[src/core/fc_pkg.sv]
// Purpose: shared constants for the link-status and statistics responder
// Assumes: AXI4-Lite with 32-bit data, byte addresses
// Notes: response words are indexed from packet byte 16
package fc_pkg;
  localparam int ADDR_W = 8;
  localparam int DATA_W = 32;
  localparam int NUM_CNT = 9;
  localparam int MEM_AW = 4;
  // ==========================================================
  // command and response codes
  localparam logic [7:0] CMD_LINK = 8'h31;
  localparam logic [7:0] CMD_STATS = 8'h2F;
  localparam logic [7:0] RESP_LINK = 8'hB1;
  localparam logic [7:0] RESP_STATS = 8'hAF;
  localparam logic [15:0] RC_UNSUPP = 16'h0001;
  localparam logic [15:0] RS_UNKNOWN = 16'h0001;
  localparam logic [7:0] STATS_TYPE_FC = 8'h02;
  localparam logic [3:0] LEN_LINK = 4'h3;
  localparam logic [3:0] LEN_STATS = 4'hB;
  localparam logic [3:0] LEN_ERR = 4'h1;
  // ==========================================================
  // register map
  localparam logic [7:0] A_CMD = 8'h00;
  localparam logic [7:0] A_STATUS = 8'h04;
  localparam logic [7:0] A_CFG = 8'h08;
  localparam logic [7:0] A_CLEAR = 8'h0C;
  localparam logic [7:0] A_LINK = 8'h10;
  localparam logic [7:0] A_RESP = 8'h40;
  localparam int ST_BUSY = 0;
  localparam int ST_DONE = 1;
  localparam int ST_LEN_LSB = 8;
  localparam int CFG_MODE_LSB = 0;
  localparam int CFG_SPD_LSB = 4;
  localparam logic [1:0] RESP_OKAY = 2'b00;
  localparam logic [1:0] RESP_SLVERR = 2'b10;
  // ==========================================================
  // field encodings
  localparam logic [3:0] SPD_NONE = 4'h0;
  localparam logic [3:0] SPD_MAX = 4'h8;
  localparam logic [3:0] CFG_SPD_RST = 4'h0;
  typedef enum logic [1:0] {
    TRUNK_NONE = 2'b00,
    TRUNK_PAIRS = 2'b01,
    TRUNK_ALL = 2'b10
  } trunk_mode_t;
  typedef enum logic [1:0] {
    S_IDLE = 2'b00,
    S_BUILD = 2'b01
  } fsm_t;
endpackage

[src/core/resp_mem_if.sv]
// Purpose: carrier between the responder and its response store
// Assumes: single clock, registered read port
// Notes: one write port, one read port
`timescale 1ns/1ps
`default_nettype none
interface resp_mem_if #(parameter int AW = 4, parameter int DW = 32);
  logic wr_en;
  logic [AW-1:0] wr_addr;
  logic [DW-1:0] wr_data;
  logic [AW-1:0] rd_addr;
  logic [DW-1:0] rd_data;
  modport writer (output wr_en, output wr_addr, output wr_data, output rd_addr, input rd_data);
  modport store (input wr_en, input wr_addr, input wr_data, input rd_addr, output rd_data);
endinterface
`default_nettype wire

[src/core/fc_link_status_responder.sv]
// Purpose: answers link-status and FC statistics queries from the management_host
// Assumes: command code written over AXI4-Lite, response read back from a window
// Notes: counter events arrive as one-cycle pulses on aclk
//
// Summary of operation
// - flag per counter: cleared since last read
// - cleared flags on bits 0-8, rest zero
// - count frames, sequences, kilobytes each direction
// - count link failures, signal losses, CRC errors
// - link-status query uses command code 0x31
// - query supported only with native FC
// - accepted query answers with code 0xB1
// - fixed response layout, bytes 16 to 27
// - port-count byte equals physical ports
// - trunk status bits 0-3 per port
// - link status bits 0-3 per port
// - trunk speeds byte gives available portion
// - at most four ports, one common speed
// - trunking bonds every port, pairs or all
// - two-port trunk bonds ports 1 and 2
// - four-port: two pairs or one group
// - trunk percentages in nibbles, codes 0-4
// - channel speed codes, trunk sums members
// - statistics response uses code 0xAF
`timescale 1ns/1ps
`default_nettype none
module fc_link_status_responder #(
  parameter int NUM_PORTS = 4,
  parameter bit FC_SUPPORTED = 1'b1
) (
  input wire logic aclk,
  input wire logic aresetn,
  input wire logic [fc_pkg::ADDR_W-1:0] s_axi_awaddr,
  input wire logic s_axi_awvalid,
  output logic s_axi_awready,
  input wire logic [fc_pkg::DATA_W-1:0] s_axi_wdata,
  input wire logic [3:0] s_axi_wstrb,
  input wire logic s_axi_wvalid,
  output logic s_axi_wready,
  output logic [1:0] s_axi_bresp,
  output logic s_axi_bvalid,
  input wire logic s_axi_bready,
  input wire logic [fc_pkg::ADDR_W-1:0] s_axi_araddr,
  input wire logic s_axi_arvalid,
  output logic s_axi_arready,
  output logic [fc_pkg::DATA_W-1:0] s_axi_rdata,
  output logic [1:0] s_axi_rresp,
  output logic s_axi_rvalid,
  input wire logic s_axi_rready,
  input wire logic [3:0] port_link_up,
  input wire logic [fc_pkg::NUM_CNT-1:0] count_event
);
  import fc_pkg::*;

  // ==========================================================
  // helpers
  function automatic logic reg_hit(input logic [ADDR_W-1:0] a);
    reg_hit = (a == A_CMD) || (a == A_STATUS) || (a == A_CFG) ||
              (a == A_CLEAR) || (a == A_LINK) || (a[ADDR_W-1:ADDR_W-2] == A_RESP[ADDR_W-1:ADDR_W-2]);
  endfunction

  function automatic logic [3:0] speed_sum(input logic [3:0] s, input logic [3:0] inc);
    logic [4:0] t;
    t = {1'b0, s} + {1'b0, inc};
    if (s == SPD_NONE) speed_sum = SPD_NONE;
    else if (t > {1'b0, SPD_MAX}) speed_sum = SPD_MAX;
    else speed_sum = t[3:0];
  endfunction

  function automatic logic [3:0] ones(input logic [3:0] v);
    ones = {3'b000, v[0]} + {3'b000, v[1]} + {3'b000, v[2]} + {3'b000, v[3]};
  endfunction

  localparam logic [7:0] PORTS_B = 8'(NUM_PORTS);
  localparam logic [3:0] PMASK = 4'((1 << NUM_PORTS) - 1);

  // ==========================================================
  // AXI4-Lite slave
  logic aw_hold_ff, w_hold_ff, bvalid_ff;
  logic [1:0] bresp_ff;
  logic [ADDR_W-1:0] aw_addr_ff, ar_addr_ff;
  logic [DATA_W-1:0] w_data_ff, rdata_ff;
  logic [3:0] w_strb_ff;
  logic [1:0] rd_stage_ff;
  logic rvalid_ff;
  logic [1:0] rresp_ff;
  logic do_write;
  logic [DATA_W-1:0] wmask;

  assign s_axi_awready = !aw_hold_ff && !bvalid_ff;
  assign s_axi_wready = !w_hold_ff && !bvalid_ff;
  assign s_axi_bvalid = bvalid_ff;
  assign s_axi_bresp = bresp_ff;
  assign s_axi_arready = (rd_stage_ff == 2'b00) && !rvalid_ff;
  assign s_axi_rvalid = rvalid_ff;
  assign s_axi_rdata = rdata_ff;
  assign s_axi_rresp = rresp_ff;
  assign do_write = aw_hold_ff && w_hold_ff;
  assign wmask = {{8{w_strb_ff[3]}}, {8{w_strb_ff[2]}}, {8{w_strb_ff[1]}}, {8{w_strb_ff[0]}}};

  always_ff @(posedge aclk)
  begin
    if (!aresetn)
    begin
      aw_hold_ff <= 1'b0;
      w_hold_ff <= 1'b0;
      bvalid_ff <= 1'b0;
      bresp_ff <= RESP_OKAY;
      aw_addr_ff <= '0;
      w_data_ff <= '0;
      w_strb_ff <= '0;
    end
    else
    begin
      if (s_axi_awvalid && s_axi_awready)
      begin
        aw_hold_ff <= 1'b1;
        aw_addr_ff <= s_axi_awaddr;
      end
      if (s_axi_wvalid && s_axi_wready)
      begin
        w_hold_ff <= 1'b1;
        w_data_ff <= s_axi_wdata;
        w_strb_ff <= s_axi_wstrb;
      end
      if (do_write)
      begin
        aw_hold_ff <= 1'b0;
        w_hold_ff <= 1'b0;
        bvalid_ff <= 1'b1;
        bresp_ff <= reg_hit(aw_addr_ff) ? RESP_OKAY : RESP_SLVERR;
      end
      else if (bvalid_ff && s_axi_bready)
      begin
        bvalid_ff <= 1'b0;
      end
    end
  end

  // ==========================================================
  // configuration and control
  logic [1:0] cfg_mode_ff;
  logic [3:0] cfg_spd_ff;
  logic cmd_go;
  logic [NUM_CNT-1:0] clr_req;
  trunk_mode_t mode;

  assign cmd_go = do_write && (aw_addr_ff == A_CMD) && w_strb_ff[0];
  assign clr_req = (do_write && (aw_addr_ff == A_CLEAR)) ? NUM_CNT'(w_data_ff & wmask) : '0;

  always_ff @(posedge aclk)
  begin
    if (!aresetn)
    begin
      cfg_mode_ff <= TRUNK_NONE;
      cfg_spd_ff <= CFG_SPD_RST;
    end
    else if (do_write && (aw_addr_ff == A_CFG) && w_strb_ff[0])
    begin
      cfg_mode_ff <= w_data_ff[CFG_MODE_LSB +: 2];
      cfg_spd_ff <= w_data_ff[CFG_SPD_LSB +: 4];
    end
  end

  // unsupported settings fall back to pairs with two ports, otherwise to no trunking
  always_comb
  begin
    mode = TRUNK_NONE;
    if (NUM_PORTS == 2 && cfg_mode_ff != 2'(TRUNK_NONE)) mode = TRUNK_PAIRS;
    else if (NUM_PORTS == 4 && cfg_mode_ff == 2'(TRUNK_PAIRS)) mode = TRUNK_PAIRS;
    else if (NUM_PORTS == 4 && cfg_mode_ff == 2'(TRUNK_ALL)) mode = TRUNK_ALL;
  end

  // ==========================================================
  // link pin synchroniser
  logic [3:0] lnk_s1_ff, lnk_s2_ff, link_up;
  always_ff @(posedge aclk)
  begin
    if (!aresetn)
    begin
      lnk_s1_ff <= '0;
      lnk_s2_ff <= '0;
    end
    else
    begin
      lnk_s1_ff <= port_link_up;
      lnk_s2_ff <= lnk_s1_ff;
    end
  end
  assign link_up = lnk_s2_ff & PMASK;

  // ==========================================================
  // statistics counters and cleared flags
  logic [DATA_W-1:0] cnt_ff [NUM_CNT];
  logic [NUM_CNT-1:0] cleared_ff, nxt_cleared;
  logic report_done;

  genvar gi;
  generate
    for (gi = 0; gi < NUM_CNT; gi++)
    begin : g_cnt
      always_ff @(posedge aclk)
      begin
        if (!aresetn || clr_req[gi])
        begin
          cnt_ff[gi] <= '0;
        end
        else if (count_event[gi])
        begin
          cnt_ff[gi] <= cnt_ff[gi] + 32'h00000001;
        end
      end
    end
  endgenerate

  // set by a clear wins over the drop after a report
  assign nxt_cleared = clr_req | (cleared_ff & ~(report_done ? {NUM_CNT{1'b1}} : '0));
  always_ff @(posedge aclk)
  begin
    if (!aresetn)
    begin
      cleared_ff <= '0;
    end
    else
    begin
      cleared_ff <= nxt_cleared;
    end
  end

  // ==========================================================
  // link-status fields
  logic [7:0] trunk_b, link_b, tspd_b;
  logic [7:0] ch_spd [4];
  always_comb
  begin
    trunk_b = (mode == TRUNK_NONE) ? 8'h00 : {4'h0, PMASK};
    link_b = {4'h0, link_up};
    tspd_b = 8'h00;
    for (int i = 0; i < 4; i++)
    begin
      ch_spd[i] = 8'h00;
    end
    case (mode)
      TRUNK_NONE:
      begin
        for (int i = 0; i < 4; i++)
        begin
          ch_spd[i] = link_up[i] ? {4'h0, cfg_spd_ff} : 8'h00;
        end
      end
      TRUNK_PAIRS:
      begin
        ch_spd[0] = {4'h0, speed_sum(cfg_spd_ff, 4'h1)};
        tspd_b[3:0] = ones({2'b00, link_up[1:0]}) << 1;
        if (NUM_PORTS == 4)
        begin
          ch_spd[1] = {4'h0, speed_sum(cfg_spd_ff, 4'h1)};
          tspd_b[7:4] = ones({2'b00, link_up[3:2]}) << 1;
        end
      end
      TRUNK_ALL:
      begin
        ch_spd[0] = {4'h0, speed_sum(cfg_spd_ff, 4'h2)};
        tspd_b[3:0] = ones(link_up);
      end
      default:
      begin
        tspd_b = 8'h00;
      end
    endcase
  end

  // ==========================================================
  // response builder
  fsm_t state_ff;
  logic [7:0] code_ff;
  logic [3:0] idx_ff, len_ff;
  logic done_ff;
  logic [DATA_W-1:0] word;
  logic [3:0] len_sel;
  logic last;
  resp_mem_if #(.AW(MEM_AW), .DW(DATA_W)) mif ();

  assign len_sel = (w_data_ff[7:0] == CMD_LINK && FC_SUPPORTED) ? LEN_LINK :
                   (w_data_ff[7:0] == CMD_STATS) ? LEN_STATS : LEN_ERR;
  assign last = (state_ff == S_BUILD) && (idx_ff == len_ff - 4'h1);
  assign report_done = last && (code_ff == CMD_STATS);

  always_comb
  begin
    word = '0;
    if (code_ff == CMD_LINK && FC_SUPPORTED)
    begin
      case (idx_ff)
        4'h0: word = {8'h00, RESP_LINK, 16'h0000};
        4'h1: word = {PORTS_B, trunk_b, link_b, tspd_b};
        4'h2: word = {ch_spd[0], ch_spd[1], ch_spd[2], ch_spd[3]};
        default: word = '0;
      endcase
    end
    else if (code_ff == CMD_STATS)
    begin
      if (idx_ff == 4'h0) word = {8'h00, RESP_STATS, 16'h0000};
      else if (idx_ff == 4'h1) word = {STATS_TYPE_FC, 8'h00, 16'(cleared_ff)};
      else word = cnt_ff[idx_ff - 4'h2];
    end
    else
    begin
      word = {RC_UNSUPP, RS_UNKNOWN};
    end
  end

  always_ff @(posedge aclk)
  begin
    if (!aresetn)
    begin
      state_ff <= S_IDLE;
      code_ff <= '0;
      idx_ff <= '0;
      len_ff <= '0;
      done_ff <= 1'b0;
    end
    else
    begin
      case (state_ff)
        S_IDLE:
        begin
          if (cmd_go)
          begin
            state_ff <= S_BUILD;
            code_ff <= w_data_ff[7:0];
            len_ff <= len_sel;
            idx_ff <= '0;
            done_ff <= 1'b0;
          end
        end
        S_BUILD:
        begin
          idx_ff <= idx_ff + 4'h1;
          if (last)
          begin
            state_ff <= S_IDLE;
            done_ff <= 1'b1;
          end
        end
        default: state_ff <= S_IDLE;
      endcase
    end
  end

  assign mif.wr_en = (state_ff == S_BUILD);
  assign mif.wr_addr = idx_ff;
  assign mif.wr_data = word;
  assign mif.rd_addr = ar_addr_ff[2 +: MEM_AW];

  resp_mem #(.AW(MEM_AW), .DW(DATA_W)) u_mem (
    .aclk(aclk),
    .aresetn(aresetn),
    .mp(mif.store)
  );

  // ==========================================================
  // read path: take, memory read, answer
  logic [DATA_W-1:0] reg_rd;
  always_comb
  begin
    case (ar_addr_ff)
      A_CMD: reg_rd = {24'h000000, code_ff};
      A_STATUS: reg_rd = {20'h00000, len_ff, 6'h00, done_ff, state_ff == S_BUILD};
      A_CFG: reg_rd = {24'h000000, cfg_spd_ff, 2'b00, cfg_mode_ff};
      A_LINK: reg_rd = {28'h0000000, link_up};
      default: reg_rd = '0;
    endcase
  end

  always_ff @(posedge aclk)
  begin
    if (!aresetn)
    begin
      ar_addr_ff <= '0;
      rd_stage_ff <= 2'b00;
      rvalid_ff <= 1'b0;
      rdata_ff <= '0;
      rresp_ff <= RESP_OKAY;
    end
    else
    begin
      if (s_axi_arvalid && s_axi_arready)
      begin
        ar_addr_ff <= s_axi_araddr;
        rd_stage_ff <= 2'b01;
      end
      else if (rd_stage_ff == 2'b01)
      begin
        rd_stage_ff <= 2'b10;
      end
      else if (rd_stage_ff == 2'b10)
      begin
        rd_stage_ff <= 2'b00;
        rvalid_ff <= 1'b1;
        rresp_ff <= reg_hit(ar_addr_ff) ? RESP_OKAY : RESP_SLVERR;
        if (ar_addr_ff[ADDR_W-1:ADDR_W-2] == A_RESP[ADDR_W-1:ADDR_W-2]) rdata_ff <= mif.rd_data;
        else rdata_ff <= reg_rd;
      end
      else if (rvalid_ff && s_axi_rready)
      begin
        rvalid_ff <= 1'b0;
      end
    end
  end
endmodule // fc_link_status_responder
`default_nettype wire

[src/core/resp_mem.sv]
// Purpose: holds the words of the last response packet
// Assumes: one clock, synchronous active-low reset
// Notes: read data come from a register, one cycle after the address
`timescale 1ns/1ps
`default_nettype none
module resp_mem #(parameter int AW = 4, parameter int DW = 32) (
  input wire logic aclk,
  input wire logic aresetn,
  resp_mem_if.store mp
);
  logic [DW-1:0] mem_q [0:(1<<AW)-1];
  logic [DW-1:0] rd_ff;

  always_ff @(posedge aclk)
  begin
    if (mp.wr_en)
    begin
      mem_q[mp.wr_addr] <= mp.wr_data;
    end
  end

  always_ff @(posedge aclk)
  begin
    if (!aresetn)
    begin
      rd_ff <= '0;
    end
    else
    begin
      rd_ff <= mem_q[mp.rd_addr];
    end
  end

  assign mp.rd_data = rd_ff;
endmodule // resp_mem
`default_nettype wire

[config.mk]
export PLATFORM = sky130hd
export DESIGN_NAME = fc_link_status_responder
export DESIGN_NICKNAME = d
export VERILOG_FILES = /design/src/core/fc_pkg.sv /design/src/core/resp_mem_if.sv /design/src/core/fc_link_status_responder.sv /design/src/core/resp_mem.sv
export SDC_FILE = /design/constraint.sdc
export NUM_CORES = 2
export LEC_CHECK = 0
export ABC_AREA = 1
export BUFFER_PORTS_ARGS = -buffer_cell sky130_fd_sc_hd__buf_4
export CELL_PAD_IN_SITES_DETAIL_PLACEMENT = 0
export CELL_PAD_IN_SITES_GLOBAL_PLACEMENT = 1
export CORE_MARGIN = 2
export CORE_UTILIZATION = 53
export DETAILED_ROUTE_END_ITERATION = 12
export PLACE_DENSITY_LB_ADDON = 0.12
export SLEW_MARGIN = 20
export SYNTH_ARGS = -nofsm -noshare
export SYNTH_HDL_FRONTEND = slang
export SYNTH_SLANG_ARGS = --single-unit
[constraint.sdc]
create_clock -name aclk -period 8.8 [get_ports aclk]
set_clock_uncertainty 0.1 [all_clocks]
set_input_delay 1.32 -clock aclk [delete_from_list [all_inputs] [get_ports aclk]]
set_output_delay 1.32 -clock aclk [all_outputs]
set_load 0.005 [all_outputs]
==> flow_summary.yaml <==
synthesis:
  ys_seq_elements: 939
  ys_top_cells_by_count: "nand2_1, edfxtp_1, nor2_1"
  yosysWarnings: 0
  synthArstFlopShare: 0
  synth.area.top_cells: "edfxtp_1, nand2_1, dfxtp_1, a21oi_1, nor2_1"
  yosysUniqueCellTypes: 56
  yosysMostFrequentCell: "nand2_1"
  synth_edf_count: 800
  ys.flop_type: "edfxtp_1"
  syn_area_per_cell_um2: 9.50
  synth_area_leader_cell: "edfxtp_1"
  synth-seq-area-share: 0.587
  synthCells: 4803
  syn_area_mm2: 0.0457
  yosysTopAreaCellShare: 0.526
clock_network:
  holdBufCountCts: 0
  cts_tree: "yes"
  clk_latency_ns: 0.68
  htreeDepth: 3
  clk_pin_slew_ns: 0.06
  cts_sinks: 939
  post_cts_resized: 0
  root_buffer: "clkbuf_16"
  cts_made_buffers: 97
  cts_setup_buffers: 0
  cts.path.max_buffers: 3
routing:
  dr.pass1.iters: 6
  wl_per_cell_um: 22.1
  antenna_left: 0
  routed_wl_um: 134000
  drc_errors: 0
  num_vias: 35000
  via_per_inst: 5.76
  drtIter0Drc: 3544
worst_setup_path:
  reg2reg_depth: 9
  path_delay_family: "buffers and inverters"
  crit_path_end_kind: "flip-flop"
  reg2reg_from: "idx_ff[0]$_SDFFE_PN0P_"
  critPathBufInv: 4
  path_class: "reg -> reg"
  critPathSlowestCell: "dfxtp_4"
  critPathRequiredTime_ns: 9.05
  arrival_ns: 4.26
  path_depth: 9
  timing.rr.end: "u_mem.mem_q[7][4]$_DFFE_PP_"
  r2r_setup_slack_ns: 4.80
  startpoint_type: "flip-flop"
  cpMostUsedCell: "nand2_1"
  crit_chain: "buf_12, inv_2, buf_4, ha_1, nand2_1, nand2_1, inv_1, o21ai_0, a31oi_2"
  crit_fanout: 153
  slowest_delay_ns: 0.74
place:
  port_buffers: 85
  routabilityCongestion: 0.934
  hpwl_um: 87900
  dpl-instance-area_mm2: 0.0473
  dp_cells: 5890
sta:
  relSlewSlack: 0.305
  timing.final.crit_share: 0.455
  setup_violations: 0
  tns_ns: 0
  worst_slew_pin_slew_ns: 1.04
  fmax_mhz: 250
  rsz0062_at_grt: "false"
  timing.hold.ws_ns: 0.310
  slew_violations: 0
  hold_viol_final: 0
  fin_crit_ns: 4.00
global_route:
  grt_usage: 0.299
  grt_max_degree: 154
  grt_pass1_vias: 33200
  antenna_found_initial: 0
  grt_pass1_wl_um: 202000
  grt_overflow: 0
finish:
  fin_area_mm2: 0.0508
  drive_above_1_share: 0.0942
  nets: 4948
  multi_input_area_mm2: 0.0165
  finish.utilization: 0.595
  area_growth_pct: 11.2
  seqCellArea_mm2: 0.0268
  fillCellCount: 7516
  fin_cells: 6072
job:
  maxCapViolCount: 0
floorplanning:
  num_rows: 107
  die_y_um: 297
  die_w_um: 297
  core_area_mm2: 0.0853
  initial_utilization: 0.535
  dieArea_mm2: 0.0885
  io_pins: 113
status:
  outcome: "completed"
hold_path:
  min_path_type: "reg -> reg"
  min_from: "lnk_s1_ff[2]$_SDFF_PN0_"
  holdPathEnd: "link_up[2]$_SDFF_PN0_"
  min_path_cells: 2
pwr:
  p_leak_nw: 17.5
  power-per-cell-area_mw_per_mm2: 207
  ir_worst_vdd_mv: 0.196
## cell type report
class,instances,area share
sequential,939,0.528
clock inverter,61,0.0150
tap,1144,0.0282
multi-input combinational,3258,0.325
antenna,1,0.0000493
timing repair buffer,140,0.0212
clock buffer,120,0.0518
inverter,409,0.0303
## stage by stage
step / worst slack (ns) / power, mW
after global routing: 4.44 / 10.9
after floorplan: 5.33 / 5.86
final: 4.80 / 10.5
after CTS: 4.53 / 10.6
after detailed placement: 4.55 / 6.28
after global placement: 4.66 / 6.27
## registers in the layout (all words and copies together), names as in the netlist, 8 cells and up
name and count:
ar_addr_ff 8, aw_addr_ff 8, cleared_ff 9, cnt_ff 288, code_ff 8, s_axi_rdata 32
u_mem.mem_q 512, u_mem.mp.rd_data 32, w_data_ff 9
## report_power, final
part	total (mW)	internal, mW	leakage, nW	switching (mW)
clock network	4.32	2.52	1.64	1.80
logic	1.04	0.333	6.96	0.712
registers	5.14	4.96	8.93	0.186
total	10.5	7.81	17.5	2.70
## worst min-delay path, cell delays in order (launching register included)
cell and delay (ns):
dfxtp_1 0.30, nand2_1 0.04, inv_1 0.04
## worst max-delay path by stage
stage,from,slack (ns),endpoint
2_1_floorplan,aresetn,5.33,cnt_ff[0][0]$_SDFFCE_PN0P_
3_3_place_gp,idx_ff[0]$_SDFFE_PN0P_,4.66,u_mem.mem_q[0][7]$_DFFE_PP_
3_5_place_dp,idx_ff[0]$_SDFFE_PN0P_,4.55,u_mem.mem_q[2][7]$_DFFE_PP_
4_1_cts,idx_ff[0]$_SDFFE_PN0P_,4.53,u_mem.mem_q[1][7]$_DFFE_PP_
5_1_grt,idx_ff[0]$_SDFFE_PN0P_,4.44,u_mem.mem_q[2][4]$_DFFE_PP_
6_report,idx_ff[0]$_SDFFE_PN0P_,4.80,u_mem.mem_q[7][4]$_DFFE_PP_
## layer usage
metal / wire length, µm / vias to the layer above / share of wire / global-route usage
li1: - / 16800 / - / -
met1: 58300 / 16800 / 0.43 / 0.417
met2: 61900 / 1186 / 0.46 / 0.477
met3: 7740 / 234 / 0.058 / 0.0329
met4: 6070 / 0 / 0.045 / 0.124
met5: 0 / - / 0 / 0
## kinds of logic (layout without fill, tap and decap cells)
logic type | Yosys count | after routing | share of synthesized area
AO/OA/AOI/OAI | 844 | 844 | 0.107
XOR/XNOR | 86 | 86 | 0.0165
adder cells (fa/ha/maj) | 31 | 31 | 0.00866
buffers and inverters | 607 | 730 | 0.0556
flip-flops | 939 | 939 | 0.587
other | 1 | 3 | 0.0000821
AND/OR/NAND/NOR | 2295 | 2295 | 0.225
## cells in the final DEF, fill, tap and decap left out, types with 119 or more instances in the layout
| cell | count |
|---|---|
| o21ai_0 | 234 |
| edfxtp_1 | 800 |
| buf_4 | 138 |
| dfxtp_1 | 135 |
| inv_1 | 376 |
| nor2_1 | 390 |
| nand4_1 | 138 |
| a22oi_1 | 157 |
| nor3_1 | 119 |
| nand3_1 | 238 |
| nand2_1 | 1191 |
| a21oi_1 | 331 |
No activity file was read; power rests on OpenSTA's default activity.
